==> config.mk <==
export PLATFORM = sky130hd
export DESIGN_NAME = cvs_top
export DESIGN_NICKNAME = d
export VERILOG_FILES = /design/src/rtl/cvs_vdec.v /design/src/rtl/cvs_timer.v /design/src/rtl/cvs_top.v
export VERILOG_INCLUDE_DIRS = /design/src /design/src/rtl
export SDC_FILE = /design/constraint.sdc
export NUM_CORES = 1
export LEC_CHECK = 0
export ABC_AREA = 1
export ABC_CLOCK_PERIOD_IN_PS = 3300
export CORE_MARGIN = 1.5
export CORE_UTILIZATION = 30
export DETAILED_ROUTE_END_ITERATION = 8
export DONT_BUFFER_PORTS = 1
export PLACE_DENSITY = 0.45
export RECOVER_POWER = 25
export SLEW_MARGIN = 20
export SYNTH_ARGS = -nofsm -noshare
export SYNTH_HDL_FRONTEND = slang
export SYNTH_SLANG_ARGS = --single-unit
==> constraint.sdc <==
create_clock -name ref_clk -period 3.3 [get_ports ref_clk]
set_input_delay 0.33 -clock ref_clk [delete_from_list [all_inputs] [get_ports ref_clk]]
set_output_delay 0.33 -clock ref_clk [all_outputs]
set_load 0.01 [all_outputs]
==> src/rtl/cvs_consts.vh <==
// Constants of the core regulator start-up sequencer.
// Assumes a 25 MHz ref_clk and an AXI4-Lite bus with a 4-bit byte address.
`ifndef CVS_CONSTS_VH
`define CVS_CONSTS_VH

// Clock and timing
`define CVS_CLK_MHZ        25
`define CVS_START_DLY_US   100
`define CVS_START_DLY_CYC  18'h009C4
`define CVS_CLKEN_CYC      18'h0000D
`define CVS_POWER_GOOD_OUT_DLY_MS   7
`define CVS_POWER_GOOD_OUT_DLY_CYC  18'h2AB98
`define CVS_TMR_W          18

// Setpoints in units of 0.1 mV
`define CVS_BOOT_TARGET    16'h2EE0
`define CVS_VID_TOP        16'h3A98
`define CVS_VID_STEP       16'h007D
`define CVS_VID_FLOOR      7'h78
`define CVS_ZERO_TARGET    16'h0000

// Register map (byte addresses)
`define CVS_AW             4
`define CVS_REG_STATUS     4'h0
`define CVS_REG_MASK       4'h4
`define CVS_REG_CTRL       4'h8
`define CVS_REG_STATE      4'hC

// Register fields and reset values
`define CVS_EV_W           4
`define CVS_EV_START       0
`define CVS_EV_CLKEN       1
`define CVS_EV_POWER_GOOD_OUT       2
`define CVS_EV_DROP        3
`define CVS_CTRL_PERMIT    0
`define CVS_MASK_RST       4'h0
`define CVS_CTRL_RST       1'h1

// Bus responses
`define CVS_RESP_OKAY      2'h0
`define CVS_RESP_SLVERR    2'h2

`endif

==> src/rtl/cvs_vdec.v <==
// Voltage-code decoder: 7-bit code to target in 0.1 mV units.
// Pure combinational; the caller registers the result.
`timescale 1ns/1ns
`default_nettype none
`include "cvs_consts.vh"

module cvs_vdec (
  input  wire [6:0]  code,
  output reg  [15:0] target
);

  wire [15:0] drop;

  assign drop = {9'h000, code} * `CVS_VID_STEP;

  always @* begin
    if (code >= `CVS_VID_FLOOR) begin
      target = `CVS_ZERO_TARGET;
    end else begin
      target = `CVS_VID_TOP - drop;
    end
  end

endmodule
`default_nettype wire

==> src/rtl/cvs_timer.v <==
// One-shot cycle timer used by the sequencer for the start delay, the clock-enable count and the power-good delay.
// A start pulse loads the count N; done pulses one cycle early so the user moves on the Nth edge.
// Loads below two wrap past zero and finish only when the count comes round to two.
`timescale 1ns/1ns
`default_nettype none
`include "cvs_consts.vh"

module cvs_timer (
  input  wire                  ref_clk,
  input  wire                  rstn,
  input  wire                  start,
  input  wire                  abort,
  input  wire [`CVS_TMR_W-1:0] load,
  output reg                   done_q
);

  reg [`CVS_TMR_W-1:0] cnt_q;
  reg                  run_q;

  always @(posedge ref_clk or negedge rstn) begin
    if (!rstn) begin
      cnt_q  <= {`CVS_TMR_W{1'b0}};
      run_q  <= 1'b0;
      done_q <= 1'b0;
    end else begin
      done_q <= 1'b0;
      if (abort) begin
        run_q <= 1'b0;
      end else if (start) begin
        cnt_q <= load;
        run_q <= 1'b1;
      end else if (run_q) begin
        if (cnt_q == {{(`CVS_TMR_W-2){1'b0}}, 2'b10}) begin
          run_q  <= 1'b0;
          done_q <= 1'b1;
        end
        cnt_q <= cnt_q - {{(`CVS_TMR_W-1){1'b0}}, 1'b1};
      end
    end
  end

endmodule
`default_nettype wire

==> src/rtl/cvs_top.v <==
// Start-up sequencer and voltage-code decoder of a core regulator, with an AXI4-Lite register slave.
// Assumes all inputs synchronous to ref_clk; the in-band flag comes from an analog comparator.
//
// Notes on behaviour
// - Start only with supply good and enable high
// - After 100 us delay, ramp to 1.2 V
// - Force continuous conduction, ignore sleep inputs (code does so until power good; in ST_DONE sleep_in and diode_emul_in set the mode)
// - Low slew current during boot ramp
// - Within 20 mV, count 13, assert clock enable
// - Clock enable switches to fast slew, code target
// - Power good rises 7 ms after clock enable
// - Power good only pulls low, external pull-up
// - After start-up, regulate to decoded code target
// - Code zero is 1.5 V, 12.5 mV steps
//
// The implementer's own choices: the AXI4-Lite interface to the registers and the address map.
`timescale 1ns/1ns
`default_nettype none
`include "cvs_consts.vh"

module cvs_top #(
  parameter [`CVS_TMR_W-1:0] POWER_GOOD_OUT_DELAY_CYC = `CVS_POWER_GOOD_OUT_DLY_CYC
) (
  input  wire              ref_clk,
  input  wire              rstn,
  input  wire              control_supply_ok,
  input  wire              regulator_enable_in,
  input  wire              sleep_in,
  input  wire              diode_emul_in,
  input  wire [6:0]        voltage_code_in,
  input  wire              output_level_in_band,
  output reg               clk_enable_n_q,
  output reg               power_good_out_o_q,
  output reg               power_good_out_oe_q,
  output reg               continuous_conduction_q,
  output reg               diode_emulation_q,
  output reg               soft_start_run_q,
  output reg               fast_slew_q,
  output reg  [15:0]       target_q,
  output reg               irq_q,
  input  wire [`CVS_AW-1:0] s_axi_awaddr,
  input  wire              s_axi_awvalid,
  output reg               s_axi_awready,
  input  wire [31:0]       s_axi_wdata,
  input  wire [3:0]        s_axi_wstrb,
  input  wire              s_axi_wvalid,
  output reg               s_axi_wready,
  output reg  [1:0]        s_axi_bresp,
  output reg               s_axi_bvalid,
  input  wire              s_axi_bready,
  input  wire [`CVS_AW-1:0] s_axi_araddr,
  input  wire              s_axi_arvalid,
  output reg               s_axi_arready,
  output reg  [31:0]       s_axi_rdata,
  output reg  [1:0]        s_axi_rresp,
  output reg               s_axi_rvalid,
  input  wire              s_axi_rready
);

  localparam [5:0] ST_IDLE  = 6'h01;
  localparam [5:0] ST_DELAY = 6'h02;
  localparam [5:0] ST_RAMP  = 6'h04;
  localparam [5:0] ST_COUNT = 6'h08;
  localparam [5:0] ST_SLEW  = 6'h10;
  localparam [5:0] ST_DONE  = 6'h20;

  localparam [2:0] SEL_STATUS = 3'h4;
  localparam [2:0] SEL_MASK   = 3'h5;
  localparam [2:0] SEL_CTRL   = 3'h6;
  localparam [2:0] SEL_STATE  = 3'h7;
  localparam [2:0] SEL_NONE   = 3'h0;

  localparam [`CVS_TMR_W-1:0] START_CYC = `CVS_START_DLY_CYC;
  localparam [`CVS_TMR_W-1:0] CLKEN_CYC = `CVS_CLKEN_CYC;

  // Register decode; bit 2 marks a mapped address
  function [2:0] reg_sel;
    input [`CVS_AW-1:0] addr;
    begin
      case (addr)
        `CVS_REG_STATUS: reg_sel = SEL_STATUS;
        `CVS_REG_MASK:   reg_sel = SEL_MASK;
        `CVS_REG_CTRL:   reg_sel = SEL_CTRL;
        `CVS_REG_STATE:  reg_sel = SEL_STATE;
        default:         reg_sel = SEL_NONE;
      endcase
    end
  endfunction

  reg  [5:0]            state_q;
  reg  [5:0]            state_d;
  reg                   tmr_start;
  reg  [`CVS_TMR_W-1:0] tmr_load;
  wire                  tmr_done;
  wire [15:0]           code_target;
  reg  [`CVS_EV_W-1:0]  ev;

  reg  [`CVS_EV_W-1:0]  status_q;
  reg  [`CVS_EV_W-1:0]  status_d;
  reg  [`CVS_EV_W-1:0]  mask_q;
  reg  [`CVS_EV_W-1:0]  mask_d;
  reg                   permit_q;
  reg  [`CVS_AW-1:0]    awaddr_q;
  reg                   aw_full_q;
  reg  [31:0]           wdata_q;
  reg  [3:0]            wstrb_q;
  reg                   w_full_q;
  wire                  wr_go;
  wire [2:0]            wr_sel;
  wire [2:0]            rd_sel;
  reg  [31:0]           rd_word;
  reg  [`CVS_EV_W-1:0]  w1c;

  cvs_vdec u_vdec (
    .code   (voltage_code_in),
    .target (code_target)
  );

  cvs_timer u_timer (
    .ref_clk (ref_clk),
    .rstn    (rstn),
    .start   (tmr_start),
    .abort   (~regulator_enable_in),
    .load    (tmr_load),
    .done_q  (tmr_done)
  );

  // Sequencer next state and timer loads
  always @* begin
    state_d   = state_q;
    tmr_start = 1'b0;
    tmr_load  = START_CYC;
    ev        = {`CVS_EV_W{1'b0}};
    if (!regulator_enable_in) begin
      state_d = ST_IDLE;
      ev[`CVS_EV_DROP] = (state_q != ST_IDLE);
    end else begin
      case (state_q)
        ST_IDLE: begin
          if (control_supply_ok && permit_q) begin
            state_d   = ST_DELAY;
            tmr_start = 1'b1;
            tmr_load  = START_CYC;
            ev[`CVS_EV_START] = 1'b1;
          end
        end
        ST_DELAY: begin
          if (tmr_done) begin
            state_d = ST_RAMP;
          end
        end
        ST_RAMP: begin
          if (output_level_in_band) begin
            state_d   = ST_COUNT;
            tmr_start = 1'b1;
            tmr_load  = CLKEN_CYC;
          end
        end
        ST_COUNT: begin
          if (tmr_done) begin
            state_d   = ST_SLEW;
            tmr_start = 1'b1;
            tmr_load  = POWER_GOOD_OUT_DELAY_CYC;
            ev[`CVS_EV_CLKEN] = 1'b1;
          end
        end
        ST_SLEW: begin
          if (tmr_done) begin
            state_d = ST_DONE;
            ev[`CVS_EV_POWER_GOOD_OUT] = 1'b1;
          end
        end
        ST_DONE: begin
          state_d = ST_DONE;
        end
        default: begin
          state_d = ST_IDLE;
        end
      endcase
    end
  end

  // Sequencer outputs, all registered from the next state
  always @(posedge ref_clk or negedge rstn) begin
    if (!rstn) begin
      state_q                 <= ST_IDLE;
      clk_enable_n_q          <= 1'b1;
      power_good_out_o_q      <= 1'b0;
      power_good_out_oe_q     <= 1'b1;
      continuous_conduction_q <= 1'b1;
      diode_emulation_q       <= 1'b0;
      soft_start_run_q        <= 1'b0;
      fast_slew_q             <= 1'b0;
      target_q                <= `CVS_ZERO_TARGET;
    end else begin
      state_q             <= state_d;
      power_good_out_o_q  <= 1'b0;
      clk_enable_n_q      <= ~((state_d == ST_SLEW) || (state_d == ST_DONE));
      power_good_out_oe_q <= (state_d != ST_DONE);
      fast_slew_q         <= (state_d == ST_SLEW) || (state_d == ST_DONE);
      soft_start_run_q    <= (state_d != ST_IDLE) && (state_d != ST_DELAY);
      if (state_d == ST_DONE) begin
        continuous_conduction_q <= ~sleep_in;
        diode_emulation_q       <= sleep_in | diode_emul_in;
      end else begin
        continuous_conduction_q <= 1'b1;
        diode_emulation_q       <= 1'b0;
      end
      case (state_d)
        ST_RAMP:  target_q <= `CVS_BOOT_TARGET;
        ST_COUNT: target_q <= `CVS_BOOT_TARGET;
        ST_SLEW:  target_q <= code_target;
        ST_DONE:  target_q <= code_target;
        default:  target_q <= `CVS_ZERO_TARGET;
      endcase
    end
  end

  // Write channel: address and data taken in either order
  assign wr_go  = aw_full_q && w_full_q && !s_axi_bvalid;
  assign wr_sel = reg_sel(awaddr_q);
  assign rd_sel = reg_sel(s_axi_araddr);

  always @(posedge ref_clk or negedge rstn) begin
    if (!rstn) begin
      s_axi_awready <= 1'b1;
      s_axi_wready  <= 1'b1;
      s_axi_bvalid  <= 1'b0;
      s_axi_bresp   <= `CVS_RESP_OKAY;
      aw_full_q     <= 1'b0;
      w_full_q      <= 1'b0;
      awaddr_q      <= {`CVS_AW{1'b0}};
      wdata_q       <= 32'h00000000;
      wstrb_q       <= 4'h0;
    end else begin
      if (s_axi_awvalid && s_axi_awready) begin
        awaddr_q      <= s_axi_awaddr;
        aw_full_q     <= 1'b1;
        s_axi_awready <= 1'b0;
      end
      if (s_axi_wvalid && s_axi_wready) begin
        wdata_q      <= s_axi_wdata;
        wstrb_q      <= s_axi_wstrb;
        w_full_q     <= 1'b1;
        s_axi_wready <= 1'b0;
      end
      if (wr_go) begin
        aw_full_q     <= 1'b0;
        w_full_q      <= 1'b0;
        s_axi_awready <= 1'b1;
        s_axi_wready  <= 1'b1;
        s_axi_bvalid  <= 1'b1;
        s_axi_bresp   <= wr_sel[2] ? `CVS_RESP_OKAY : `CVS_RESP_SLVERR;
      end else if (s_axi_bvalid && s_axi_bready) begin
        s_axi_bvalid <= 1'b0;
      end
    end
  end

  // Register file: sticky status, mask, control; set wins over clear
  always @* begin
    w1c    = {`CVS_EV_W{1'b0}};
    mask_d = mask_q;
    if (wr_go && wstrb_q[0]) begin
      if (wr_sel == SEL_STATUS) begin
        w1c = wdata_q[`CVS_EV_W-1:0];
      end
      if (wr_sel == SEL_MASK) begin
        mask_d = wdata_q[`CVS_EV_W-1:0];
      end
    end
    status_d = (status_q & ~w1c) | ev;
  end

  always @(posedge ref_clk or negedge rstn) begin
    if (!rstn) begin
      status_q <= {`CVS_EV_W{1'b0}};
      mask_q   <= `CVS_MASK_RST;
      permit_q <= `CVS_CTRL_RST;
      irq_q    <= 1'b0;
    end else begin
      status_q <= status_d;
      mask_q   <= mask_d;
      irq_q    <= |(status_d & mask_d);
      if (wr_go && wstrb_q[0]) begin
        if (wr_sel == SEL_CTRL) begin
          permit_q <= wdata_q[`CVS_CTRL_PERMIT];
        end
      end
    end
  end

  // Read channel
  always @* begin
    case (rd_sel)
      SEL_STATUS: rd_word = {{(32-`CVS_EV_W){1'b0}}, status_q};
      SEL_MASK:   rd_word = {{(32-`CVS_EV_W){1'b0}}, mask_q};
      SEL_CTRL:   rd_word = {31'h00000000, permit_q};
      SEL_STATE:  rd_word = {target_q, 6'h00, clk_enable_n_q, ~power_good_out_oe_q, 2'h0, state_q};
      default:    rd_word = 32'h00000000;
    endcase
  end

  always @(posedge ref_clk or negedge rstn) begin
    if (!rstn) begin
      s_axi_arready <= 1'b1;
      s_axi_rvalid  <= 1'b0;
      s_axi_rdata   <= 32'h00000000;
      s_axi_rresp   <= `CVS_RESP_OKAY;
    end else begin
      if (s_axi_arvalid && s_axi_arready) begin
        s_axi_arready <= 1'b0;
        s_axi_rvalid  <= 1'b1;
        s_axi_rdata   <= rd_word;
        s_axi_rresp   <= rd_sel[2] ? `CVS_RESP_OKAY : `CVS_RESP_SLVERR;
      end else if (s_axi_rvalid && s_axi_rready) begin
        s_axi_rvalid  <= 1'b0;
        s_axi_arready <= 1'b1;
      end
    end
  end

endmodule
`default_nettype wire

==> results summary, run 1 <==
The flow ran to the end, but the final reports show violations. The final reports fail on capacitance limit, slew limit. The share of total power in sequential cells is 33.0%.

The post-synthesis register bit count came out at 98. The maximum root-to-sink buffer count came out at 2. The number of placement rows is 52. For this design the static power due to leakage is 0.00370 uW. The number of placed instances, taps included, is 1047. The part of the power in the clock network is 22.0%. The worst hold-check path type is in2reg. The fraction of met3 tracks used by global routing came out at 3.03%. The post-synthesis to final-layout area growth is 13.2%. The number of iterations in the first detailed-routing pass came out at 4. The largest driver fanout on the critical path is 4. The global routing met1 resource utilization came out at 18.4%. The die covers 21400 um^2. The number of warnings reported in the yosys synthesis log is 0. The number of global-route vias before repair came to 4712. Input and output buffers added on the ports amount to 0. Ranked by total cell area, the synthesized netlist is headed by dfrtp_1 (37%), nand2_1 (14%), ha_1 (8.9%). Clock tree synthesis found a total of 98 sinks. Using the TritonRoute via totals, the vias-per-cell ratio works out to 4.38.

VDD sags by at most 0.000278 V. The worst hold path terminates at continuous_conduction_q. Cells with a size suffix above 1 make up 12.6% of the layout.

Among all cell types in the netlist, the one instantiated most often is nand2_1. Once detail routing completed, the nets flagged for antenna violations numbered 0. The worst max-slew margin expressed relative to the limit came out at -64.1%.

The number of distinct standard cells referenced by the synthesized netlist is 40. The number of antenna diodes in the final layout is 0. The first global-routing pass estimated 24.6 mm of wire. Counting instances, the worst hold path has a depth of 1. Sequential cells were found to cover 39.9% of the synthesized design area. The hold violation count in the final report is 0. After layout, the worst setup slack is 160 ps.

The root buffer selected by CTS is clkbuf_16. The first routing iteration left 199 violations. The final net count came out at 915. The worst hold margin is 21.0 ps. The maximum clock frequency came out at 318 MHz. The final max-slew violation count came to 99.

The largest total area in the synthesized netlist belongs to dfrtp_1. The switching power is 2090 uW. The pre-CTS setup slack is -233 ps.

The setup slack of the worst register-to-register path came out at 1350 ps. The critical path in this run is classified as in2reg. The global routing usage on met2 is 24.7%. After routing the design area is 6980 um^2. Detailed routing inserted a total of 4666 vias. Setup repair after global routing left no endpoint under its margin.

For the pin with the worst max-slew slack, the measured transition is 2460 ps. The path depth of the worst reg2reg path is 9. The total standard cell area after synthesis is 6170 um^2. Yosys mapped a number of flops with a built-in enable equal to 0.

The aggregate routed wire length is 14.7 mm. The post-route non-filler standard cell count came out at 1065. The core region is 20200 um^2. The post-route minimum period is 3140 ps. The post-synthesis instance total is 768. The worst setup skew after layout came out at 11.0 ps.

The number of buffers added by the clock tree synthesis step came out at 9. The final number of setup-violating endpoints came out at 0. At the later pin of the worst-skew pair, clock insertion delay measures 350 ps. The die extent in x is 146 um. Cell internal power was estimated by the tool at 3020 uW. The share of synthesized registers carrying an async set or reset came out at 100%. The worst register-to-register path ends at u_timer.cnt_q[2]. In this run the most critical hold path is launched from sleep_in. The count of boundary I/O pins came out at 128. After detailed routing, the average wire length per cell comes to 13.8 um. Once the floorplan was initialized, standard cells occupied 30.6% of the core. The proportion of total power due to net switching came out at 41.0%. The layout filler cell count came out at 2175. Summed over all layers, the global routing overflow is 0.

The area share of the leading cell type in the synthesized netlist came out at 36.5%. TritonCTS built the clock tree. Sorting the synthesized cells by how often they occur yields nand2_1 (222), inv_1 (114), dfrtp_1 (90), nor2_1 (65), nand3_1 (52).

The H-tree depth came out at 3. In this run the critical register-to-register path is launched from state_q[0]. The initial antenna violation count is 0. The final critical path takes up 95.2% of the cycle. Dividing total power by cell area gives a power density of 732 nW/um^2. From bottom edge to top edge, the die measures 146 um.

At the worst endpoint, the arrival time is 3350 ps. The maximum number of pins on one net before global-route repair is 99. The count of max-cap constraint violations came out at 1. The worst setup path is launched from an input pin. The wire-length estimate of the detail-placed layout is 11.4 mm. After detailed routing, the number of remaining DRC violations is 0. Averaged over all synthesized cells, the footprint is 8.03 um^2. The clock-pin slew of the registers on the worst-case setup and hold paths is 70 ps.

The flip-flop cell with the highest count after synthesis is dfrtp_1. In this run the most used layer during global routing was met2. The congestion estimate from routability-driven global placement came to 0.835. STA puts the critical path data required time at 3510 ps.

STA classifies the critical path endpoint as a register. The final setup TNS came out at 0 ps. Combinational logic burns 45.1% of the power. The placed instances occupy a cell area of 6640 um^2.

For this run, the total global-route usage over all layers was measured as 14.5%.
-- through the flow --
step / total power (uW) / utilization, %
floorplan: 3400 / -
global placement: 3990 / 32.9
detailed placement: 3990 / 32.9
CTS: 5170 / 34.7
global route: 5610 / 34.6
finish: 5110 / 34.6
-- per-layer routing --
metal | part of all wire [%] | vias up
li1 | - | 2427
met1 | 46 | 2150
met2 | 49 | 75
met3 | 3.7 | 14
met4 | 1.9 | 0
met5 | 0 | -
-- cell type report --
cell class	count	area (um^2)	area share [%]
clock inverters	7	93.8	1.34
well taps	270	338	4.84
flip-flops and latches	98	2460	35.3
repair buffers	24	180	2.58
clock buffers	9	225	3.22
inverters	120	457	6.54
multi-input cells	537	3230	46.2
-- logic make-up (layout without fill, tap and decap cells) --
family          count (synthesis)  count (layout)  share of synthesized area, %
compound gates                 71              71                          6.70
buf+inv                       143             160                          10.0
flops                          98              98                          39.9
other cells                     1              11                        0.0608
fa+ha+maj                      62              62                          14.8
simple gates                  380             380                          26.7
xor+xnor                       13              13                          1.85
-- power groups by stage --
stage | Sequential, uW | Combinational [uW] | Clock (uW)
5_1_grt | 1720 | 2680 | 1210
4_1_cts | 1690 | 2320 | 1170
6_report | 1690 | 2300 | 1120
2_1_floorplan | 1650 | 1750 | 0
3_3_place_gp | 1710 | 2280 | 0
3_5_place_dp | 1710 | 2280 | 0
-- sequential cells by signal (all words and copies together), names as in the netlist, 4 cells and up --
| register | count |
|---|---|
| s_axi_rdata | 23 |
| u_timer.cnt_q | 18 |
| target_q | 15 |
| state_q | 6 |
| awaddr_q | 4 |
| mask_q | 4 |
| status_q | 4 |
| wdata_q | 4 |
-- worst max-delay path by stage --
stage	depth (start not counted)	start	end	slack (ps)
3_5_place_dp	15	voltage_code_in[4]	target_q[14]	-230
2_1_floorplan	18	voltage_code_in[4]	target_q[12]	-70
5_1_grt	18	voltage_code_in[3]	target_q[12]	0.5
6_report	15	voltage_code_in[1]	target_q[11]	160
3_3_place_gp	15	voltage_code_in[4]	target_q[14]	-210
4_1_cts	15	voltage_code_in[4]	target_q[14]	120
-- cell usage in the layout (no fill, tap or decap), drive strengths merged, types with 2 or more instances in the layout --
cell,Yosys,layout
a21oi,15,15
buf,18,22
clkbuf,5,10
clkinv,1,2
clkinvlp,0,2
conb,1,11
dfrtp,90,90
dfstp,8,8
fa,18,18
ha,44,44
inv,119,122
nand2,230,230
nand3,54,54
nand3b,5,5
nand4,17,17
nor2,70,70
nor3,3,3
o21ai,48,48
o21bai,2,2
o31ai,2,2
xnor2,6,6
xor2,7,7
-- critical path, cell delays in order --
cell and delay, ps:
inv_4 20, fa_1 520, inv_1 60, fa_1 500, fa_1 430, fa_1 500, inv_2 40, ha_4 290
nand2_4 60, nor3_2 220, nand3_1 130, nand3_1 90, nand2_1 50, nand2_1 50, o21ai_0 70
-- repair_timing --
| item | CTS | global route |
|---|---|---|
| buffers inserted | 0 | 0 |
| resized for setup | 0 | 6 |
| hold endpoints to repair | 98 | 0 |
| hold buffers | 2 | 0 |
| endpoints found under the setup margin | 0 | 4 |
Note: power is estimated with default switching activity, not from simulation.
==> inputs of run 2 (changes only) <==
Settings changed: CORE_ASPECT_RATIO set to 0.6, MAX_ROUTING_LAYER set to met4.
==> results summary, run 2 (synthesis results as in run 1) <==
The path depth of the worst reg2reg path is 4 (-5). The critical path goes through clkinvlp_4 -> fa_1 -> fa_1 -> inv_1 -> fa_1 -> fa_1 -> inv_2 -> ha_4 -> nand2_1 -> nand2_2 -> nand2_1 -> nand2_1 -> inv_1 -> nand2_2 -> nand2_1 -> nand2_1 -> nand2_1 -> a21oi_2. The standard cell core area is 20100 um^2 (-0.50%). The largest individual stage delay along the critical path comes from the cell fa_1. The overall via count from detail_route came out at 4823 (+3.4%).

The total power divided by cell area was 746 nW/um^2 (+2.0%). The setup slack of the worst register-to-register path is 1180 ps (-170 ps). The maximum number of pins on one net before global-route repair came to 99 (unchanged). The aggregate global routing overflow is 0 (unchanged). The H-tree depth came to 3 (unchanged). In this run the critical register-to-register path is captured at s_axi_rdata[16]. The peak ir drop on the vdd network came out at 0.000309 V (+11%). The critical path's largest stage delay came out at 500 ps (-20 ps). The final net count is 917 (+0.22%).

The kind of cell with the highest combined delay on the critical path is adder cells. The initial DRC count came out at 238 (+20%). The number of diodes added for antenna fixing was 0 (unchanged). The worst max-slew margin expressed relative to the limit is -47.7% (+16 points).

The required time of the critical path is 3570 ps (+60 ps). The number of flip-flops under the largest register name was 23 (unchanged). The slew at the pin with the worst max-slew slack is 2220 ps (-246 ps). The mean routed wirelength per cell came out at 15.1 um (+9.6%).

The number of buffers added by the clock tree synthesis step came out at 9 (unchanged). TritonCTS built the clock tree. The minimum setup slack in the final design is 117 ps (-42.9 ps). The total buffers and inverters traversed by the critical path is 4 (+1).

The count of unresolved DRC violations after routing was 0 (unchanged). The hold violation count in the final report came out at 0 (unchanged). The top cell types in the final layout, fill and taps aside, are nand2_1 (213), inv_1 (107), dfrtp_1 (90), nor2_1 (59), nand3_1 (53). The worst setup path is of the in2reg kind. The final RePlAce weighted congestion came out at 0.815 (-2.3%).

The count of max-cap constraint violations came out at 1 (unchanged). The die extent in x was 188 um (+29%). The post-synthesis to final-layout area growth came out at 13.5%.

The combined flip-flop and latch cell area came out at 2460 um^2 (unchanged). The data arrival time of the critical path is 3460 ps (+110 ps). The number of global-route vias before repair was 4668 (-0.93%). The mean number of vias per cell came out at 4.51 (+2.9%). The post-route minimum period came out at 3180 ps (+42.9 ps).

The final max-slew violation count came out at 99 (unchanged). The ratio of cells with drive above 1 in the final layout came out at 13.6% (+0.97 points). The floorplan die area is 21500 um^2 (+0.14%). The worst hold path terminates at s_axi_wready. The final number of setup-violating endpoints is 0 (unchanged). The residual antenna-violating net count after detailed routing is 0 (unchanged). Ranked by flip-flop count, first place goes to s_axi_rdata. The flow ran to the end, but the final reports show violations.

The worst setup path is captured at a register. The number of placement rows came to 40 (-23%). The startpoint identified for the worst register-to-register timing path is s_axi_arready. The number of iterations in the first detailed-routing pass came out at 5 (+1). The aggregate routed wire length came out at 16.1 mm (+10%). The total of buffers placed on input and output ports is 0 (unchanged). The post-route cell area is 7000 um^2 (+0.20%). The root buffer selected by CTS is clkbuf_16. The clock insertion delay at the later pin of the skew report came to 360 ps (about the same). The hold path depth came out at 1 (unchanged). The final setup TNS is 0 ps (unchanged).

The HPWL after detailed placement is 12.3 mm (+8.2%). In the final layout, the registers with the most flip-flops are s_axi_rdata x23, u_timer.cnt_q x18, target_q x15. The share of the core filled with cells is 34.9% (+0.24 points).

The multi-input gate area in the final layout came out at 3260 um^2 (+0.85%). The initial cell density of the core is 30.7% (+0.15 points). The pre-CTS setup slack came out at -297 ps (-63.9 ps).

The global router's overall resource usage is 16.5% (+2.0 points). The number of clock sinks is 98 (unchanged). The initial antenna violation count came out at 0 (unchanged). The launching element of the worst setup path is voltage_code_in[3].

The first-pass GRT wire length is 26.2 mm (+6.7%). In this run the worst hold path is classified as in2reg. The clock-pin slew of the registers on the worst-case setup and hold paths was 70 ps (about the same). The final cycle utilization of the critical path is 96.5% (+1.3 points). The maximum root-to-sink buffer count is 2 (unchanged). The most common library cell in the layout ignoring fill and taps is nand2_1. STA classifies the critical path startpoint as an input pin.

The layout filler cell count came out at 2145 (-1.4%). The standby leakage power came out at 0.00370 uW (about the same). The count of boundary I/O pins is 128 (unchanged). The height of the chip is 114 um (-22%). In this run the most critical hold path is launched from s_axi_wvalid. The post-placement cell area came out at 6640 um^2 (about the same).

The maximum clock frequency was 314 MHz (-1.3%). The worst setup skew after layout came out at 11.3 ps (+0.282 ps). The library cell appearing most often on the critical path is nand2_1. The largest driver fanout on the critical path came out at 5 (+1).

The final reports fail on capacitance limit, slew limit.
run 2: worst reg2reg max path, stage by stage (launching register included):
cell and delay, ps:
dfstp_2 390, nand2_1 440, clkinv_1 790, nand3_1 310, nand2_1 70
run 2: timing repair:
item | 4_1_cts | 5_1_grt
gates resized for setup | 0 | 16
hold buffers | 3 | 0
buffers inserted | 0 | 1
endpoints found under the setup margin | 0 | 4
hold endpoints to repair | 99 | 0
run 2: final cells by class:
cell class	count	area share, %
Clock buffer	11	3.47
Clock inverter	5	0.536
Inverter	120	6.58
Multi-Input combinational cell	537	46.5
Sequential cell	98	35.2
Tap cell	273	4.88
Timing Repair Buffer	26	2.82
run 2: routing by layer:
metal | global-route usage (%) | routed length (um)
met5 | - | 0
met4 | 3.52 | 131
met3 | 4.78 | 1030
met2 | 18.6 | 5200
met1 | 27.0 | 9780
run 2: power breakdown:
| group | leakage (uW) | switching, uW | internal, uW | total, uW |
|---|---|---|---|---|
| sequential | 0.00127 | 240 | 1460 | 1700 |
| clock | 0.000137 | 484 | 537 | 1020 |
| combinational | 0.00229 | 1500 | 1010 | 2500 |
run 2: through the flow:
stage	cells	hold WS [ps]	total power [uW]
floorplan	778	34.4	3400
global placement	1050	36.5	4090
detailed placement	1050	36.7	4080
CTS	1069	10.8	5160
global route	1070	3.76	5710
finish	1070	27.8	5220
run 2: worst max path at each step:
stage	to	slack (ps)	cells after the start
after floorplan	target_q[12]	-70	18
after global placement	target_q[14]	-250	14
after detailed placement	target_q[14]	-300	14
after CTS	target_q[14]	50	14
after global routing	target_q[12]	-10	18
final	target_q[12]	120	18
==> inputs of run 3 (changes only) <==
Settings changed: ABC_AREA 1 to unset.
==> results summary, run 3 <==
The critical path's slowest cell is fa_1. The post-placement cell area is 6130 um^2 (-7.6%). Ranked by instance count, the synthesized netlist is headed by dfrtp_1 (90), inv_1 (63), ha_1 (44), nor2_1 (36), nand2_1 (26).

The post-route non-filler standard cell count was 809 (-24%). The maximum root-to-sink buffer count is 2 (unchanged). The cell type contributing the most total cell area after synthesis is dfrtp_1.

The maximum clock frequency came out at 272 MHz (-13%). The floorplan die area is 19600 um^2 (-8.6%). The proportion of synthesized chip area in sequential cells came out at 43.8% (+3.8 points). STA classifies the critical path startpoint as an input pin. s_axi_rdata holds more flip-flops than any other register.

The pre-CTS setup slack was -728 ps (-431 ps). The post-synthesis register bit count is 98 (unchanged). The first-pass GRT wire length came to 21.6 mm (-18%). The layout filler cell count is 1801 (-16%).

The final net count came out at 689 (-25%). The count of unresolved DRC violations after routing was 0 (unchanged). The number of clock sinks came out at 98 (unchanged). The total of buffers placed on input and output ports is 0 (unchanged).

The post-route minimum period is 3680 ps (+497 ps). The count of max-cap constraint violations came out at 1 (unchanged). The final cycle utilization of the critical path came out at 112% (+15 points). The mean number of vias per cell came out at 4.84 (+7.4%).

The height of the chip is 109 um (-4.4%). Setup repair after global routing could not meet its margin everywhere. The post-synthesis instance total is 530 (-31%). The minimum setup slack in the final design came out at -380 ps (-497 ps). The library cell used most frequently in the layout, excluding fill and tap cells, is dfrtp_1. The die extent in x came to 180 um (-4.4%). The number of global-route vias before repair came to 3911 (-16%). The number of iterations in the first detailed-routing pass came to 5 (unchanged). The initial DRC count was 223 (-6.3%). The peak ir drop on the vdd network is 0.000305 V (-1.3%).

The data arrival time of the critical path came out at 3950 ps (+490 ps). The final number of setup-violating endpoints came out at 6 (+6). The post-placement cell count came out at 789 (-25%). The hold violation count in the final report was 0 (unchanged).

The aggregate global routing overflow came out at 0 (unchanged). The HPWL after detailed placement came to 10.2 mm (-18%). TritonCTS built the clock tree. The number of warnings reported in the yosys synthesis log came out at 0 (unchanged). The total power of the final layout came to 5210 uW (-0.32%).

The final RePlAce weighted congestion came to 0.860 (+5.6%). The number of flip-flops under the largest register name came out at 23 (unchanged). The final max-slew violation count is 99 (unchanged). The number of placement rows is 38 (-5.0%). The aggregate routed wire length is 13.4 mm (-17%). The flow ran to the end, but the final reports show violations. In this run the clock root is driven by a clkbuf_16. The overall via count from detail_route is 3915 (-19%). In the layout the commonest cells are dfrtp_1 (90), inv_1 (52), ha_1 (40), nor2_1 (36), buf_4 (34). The standard cell core area is 18200 um^2 (-9.3%). The multi-input gate area in the final layout is 2930 um^2 (-10%). The largest driver fanout on the critical path was 4 (-1).

For this run, the leading register cell type out of synthesis is dfrtp_1. The signal on the critical path passes through clkinvlp_4 -> fa_1 -> inv_2 -> fa_1 -> inv_2 -> fa_2 -> inv_2 -> fa_1 -> ha_4 -> a21o_1 -> or3_4 -> o211ai_1 -> a21oi_1 -> or3_1 -> a21oi_2. The number of enable-type register cells in the synthesized netlist came out at 0 (unchanged). The ratio of cells with drive above 1 in the final layout is 19.5% (+6.0 points).

The number of distinct standard cells referenced by the synthesized netlist was 62 (+55%). The standby leakage power is 0.00308 uW (-17%). The worst setup skew after layout is 10.9 ps (-0.336 ps). The required time of the critical path came to 3570 ps (about the same). The post-route cell area was 6580 um^2 (-6.0%).

The average cell area after synthesis came to 10.6 um^2 (+32%). The area share of the leading cell type in the synthesized netlist was 40.0% (+3.5 points). The total power divided by cell area is 791 nW/um^2 (+6.0%). The mean routed wirelength per cell is 16.5 um (+9.7%).

The initial cell density of the core came to 30.9% (+0.16 points). The clock insertion delay at the later pin of the skew report is 350 ps (about the same). The start-to-end type of the worst setup path is in2reg. STA classifies the critical path endpoint as a register. The largest registers in the layout are s_axi_rdata x23, u_timer.cnt_q x18, target_q x15. The clock-pin slew of the registers on the worst-case setup and hold paths came to 80 ps (about the same). The H-tree depth is 3 (unchanged).

The global router's overall resource usage came to 14.7% (-1.8 points). The final reports fail on capacitance limit, slew limit, setup timing. The worst hold margin came out at 31.7 ps (+3.87 ps). The maximum number of pins on one net before global-route repair is 99 (unchanged). In the post-synthesis netlist, the cell with the most instances is dfrtp_1. The slew at the pin with the worst max-slew slack came to 2420 ps (+207 ps).

The count of boundary I/O pins is 128 (unchanged). The worst max-slew margin expressed relative to the limit was -61.5% (-14 points). The number of diodes added for antenna fixing came out at 0 (unchanged). The critical path's largest stage delay came out at 520 ps (+20 ps). The share of synthesized registers carrying an async set or reset came to 100% (unchanged). The residual antenna-violating net count after detailed routing is 0 (unchanged). The post-synthesis to final-layout area growth came out at 16.9%. The total standard cell area after synthesis came out at 5630 um^2 (-8.8%).

The combined flip-flop and latch cell area is 2460 um^2 (unchanged). By area the synthesized netlist is led by dfrtp_1 (40%), ha_1 (9.8%), fa_1 (6.4%). The worst hold path belongs to the class in2reg. The number of buffers added by the clock tree synthesis step came out at 9 (unchanged). The initial antenna violation count is 0 (unchanged).
[run 3: cell count changes after synthesis, moves of 9 or more]
cell	before	now
a21oi_1	11	21
nor2_1	65	36
o21ai_0	40	22
nand2_1	222	26
nand3_1	52	7
a22o_1	0	23
inv_1	114	63
mux2_2	0	13
nand4_1	15	4
nor3_1	3	12
[run 3: critical path, delay by kind of cell]
family	cells	cell delay, ps
compound gates	4	680
buf+inv	4	230
simple gates	2	660
fa+ha+maj	5	2040
[run 3: layout make-up]
cell class | instances | share of cell area (%)
Inverter | 63 | 3.90
Sequential cell | 98 | 37.4
Multi-Input combinational cell | 353 | 44.5
Clock buffer | 9 | 3.42
Timing Repair Buffer | 39 | 4.60
Tap cell | 240 | 4.56
Clock inverter | 7 | 1.60
[run 3: worst paths after layout]
path | startpoint | cells past startpoint | slack (ps) | end
worst max-delay path | voltage_code_in[4] | 15 | -380 | target_q[14]
worst min-delay path | s_axi_wvalid | 1 | 30 | s_axi_wready
worst max register to register | state_q[4] | 5 | 590 | target_q[6]
worst min register to register | s_axi_wready | 2 | 530 | s_axi_wready
max in group asynchronous | rstn | 2 | 600 | s_axi_rdata[18]
min in group asynchronous | rstn | 2 | 1290 | s_axi_rdata[27]
[run 3: power by group]
| group | internal, uW | switching (uW) |
|---|---|---|
| clock network | 678 | 497 |
| logic | 1140 | 1110 |
| registers | 1500 | 287 |
| total | 3320 | 1890 |
[run 3: through the flow]
| step | util [%] | TNS [ps] |
|---|---|---|
| finish | 36.1 | -1170 |
| global route | 36.1 | -2950 |
| CTS | 35.9 | -1160 |
| detailed placement | 33.7 | -3800 |
| global placement | 33.7 | -3580 |
| floorplan | - | -2050 |
[run 3: routing by layer]
| metal | track usage, % | wire (um) | vias to the layer above |
|---|---|---|---|
| met5 | - | 0 | - |
| met4 | 3.57 | 115 | 0 |
| met3 | 4.31 | 797 | 10 |
| met2 | 19.6 | 5410 | 76 |
| met1 | 21.5 | 7060 | 1955 |
| li1 | - | - | 1874 |
[run 3: cell families after synthesis]
group	Yosys count	share of synthesized area [%]
buf+inv	89	7.10
flops	98	43.8
simple gates	138	13.1
other cells	1	0.0667
xor+xnor	23	3.58
fa+ha+maj	62	16.2
compound gates	100	12.3
mux	19	3.89
[run 3: timing repair]
item / 4_1_cts / 5_1_grt
setup endpoints to repair: 6 / 7
hold buffers: 3 / 0
hold endpoints to repair: 99 / 0
gates cloned: 0 / 0
pin swaps: 8 / 6
gates resized for setup: 7 / 15
setup buffers: 0 / 1
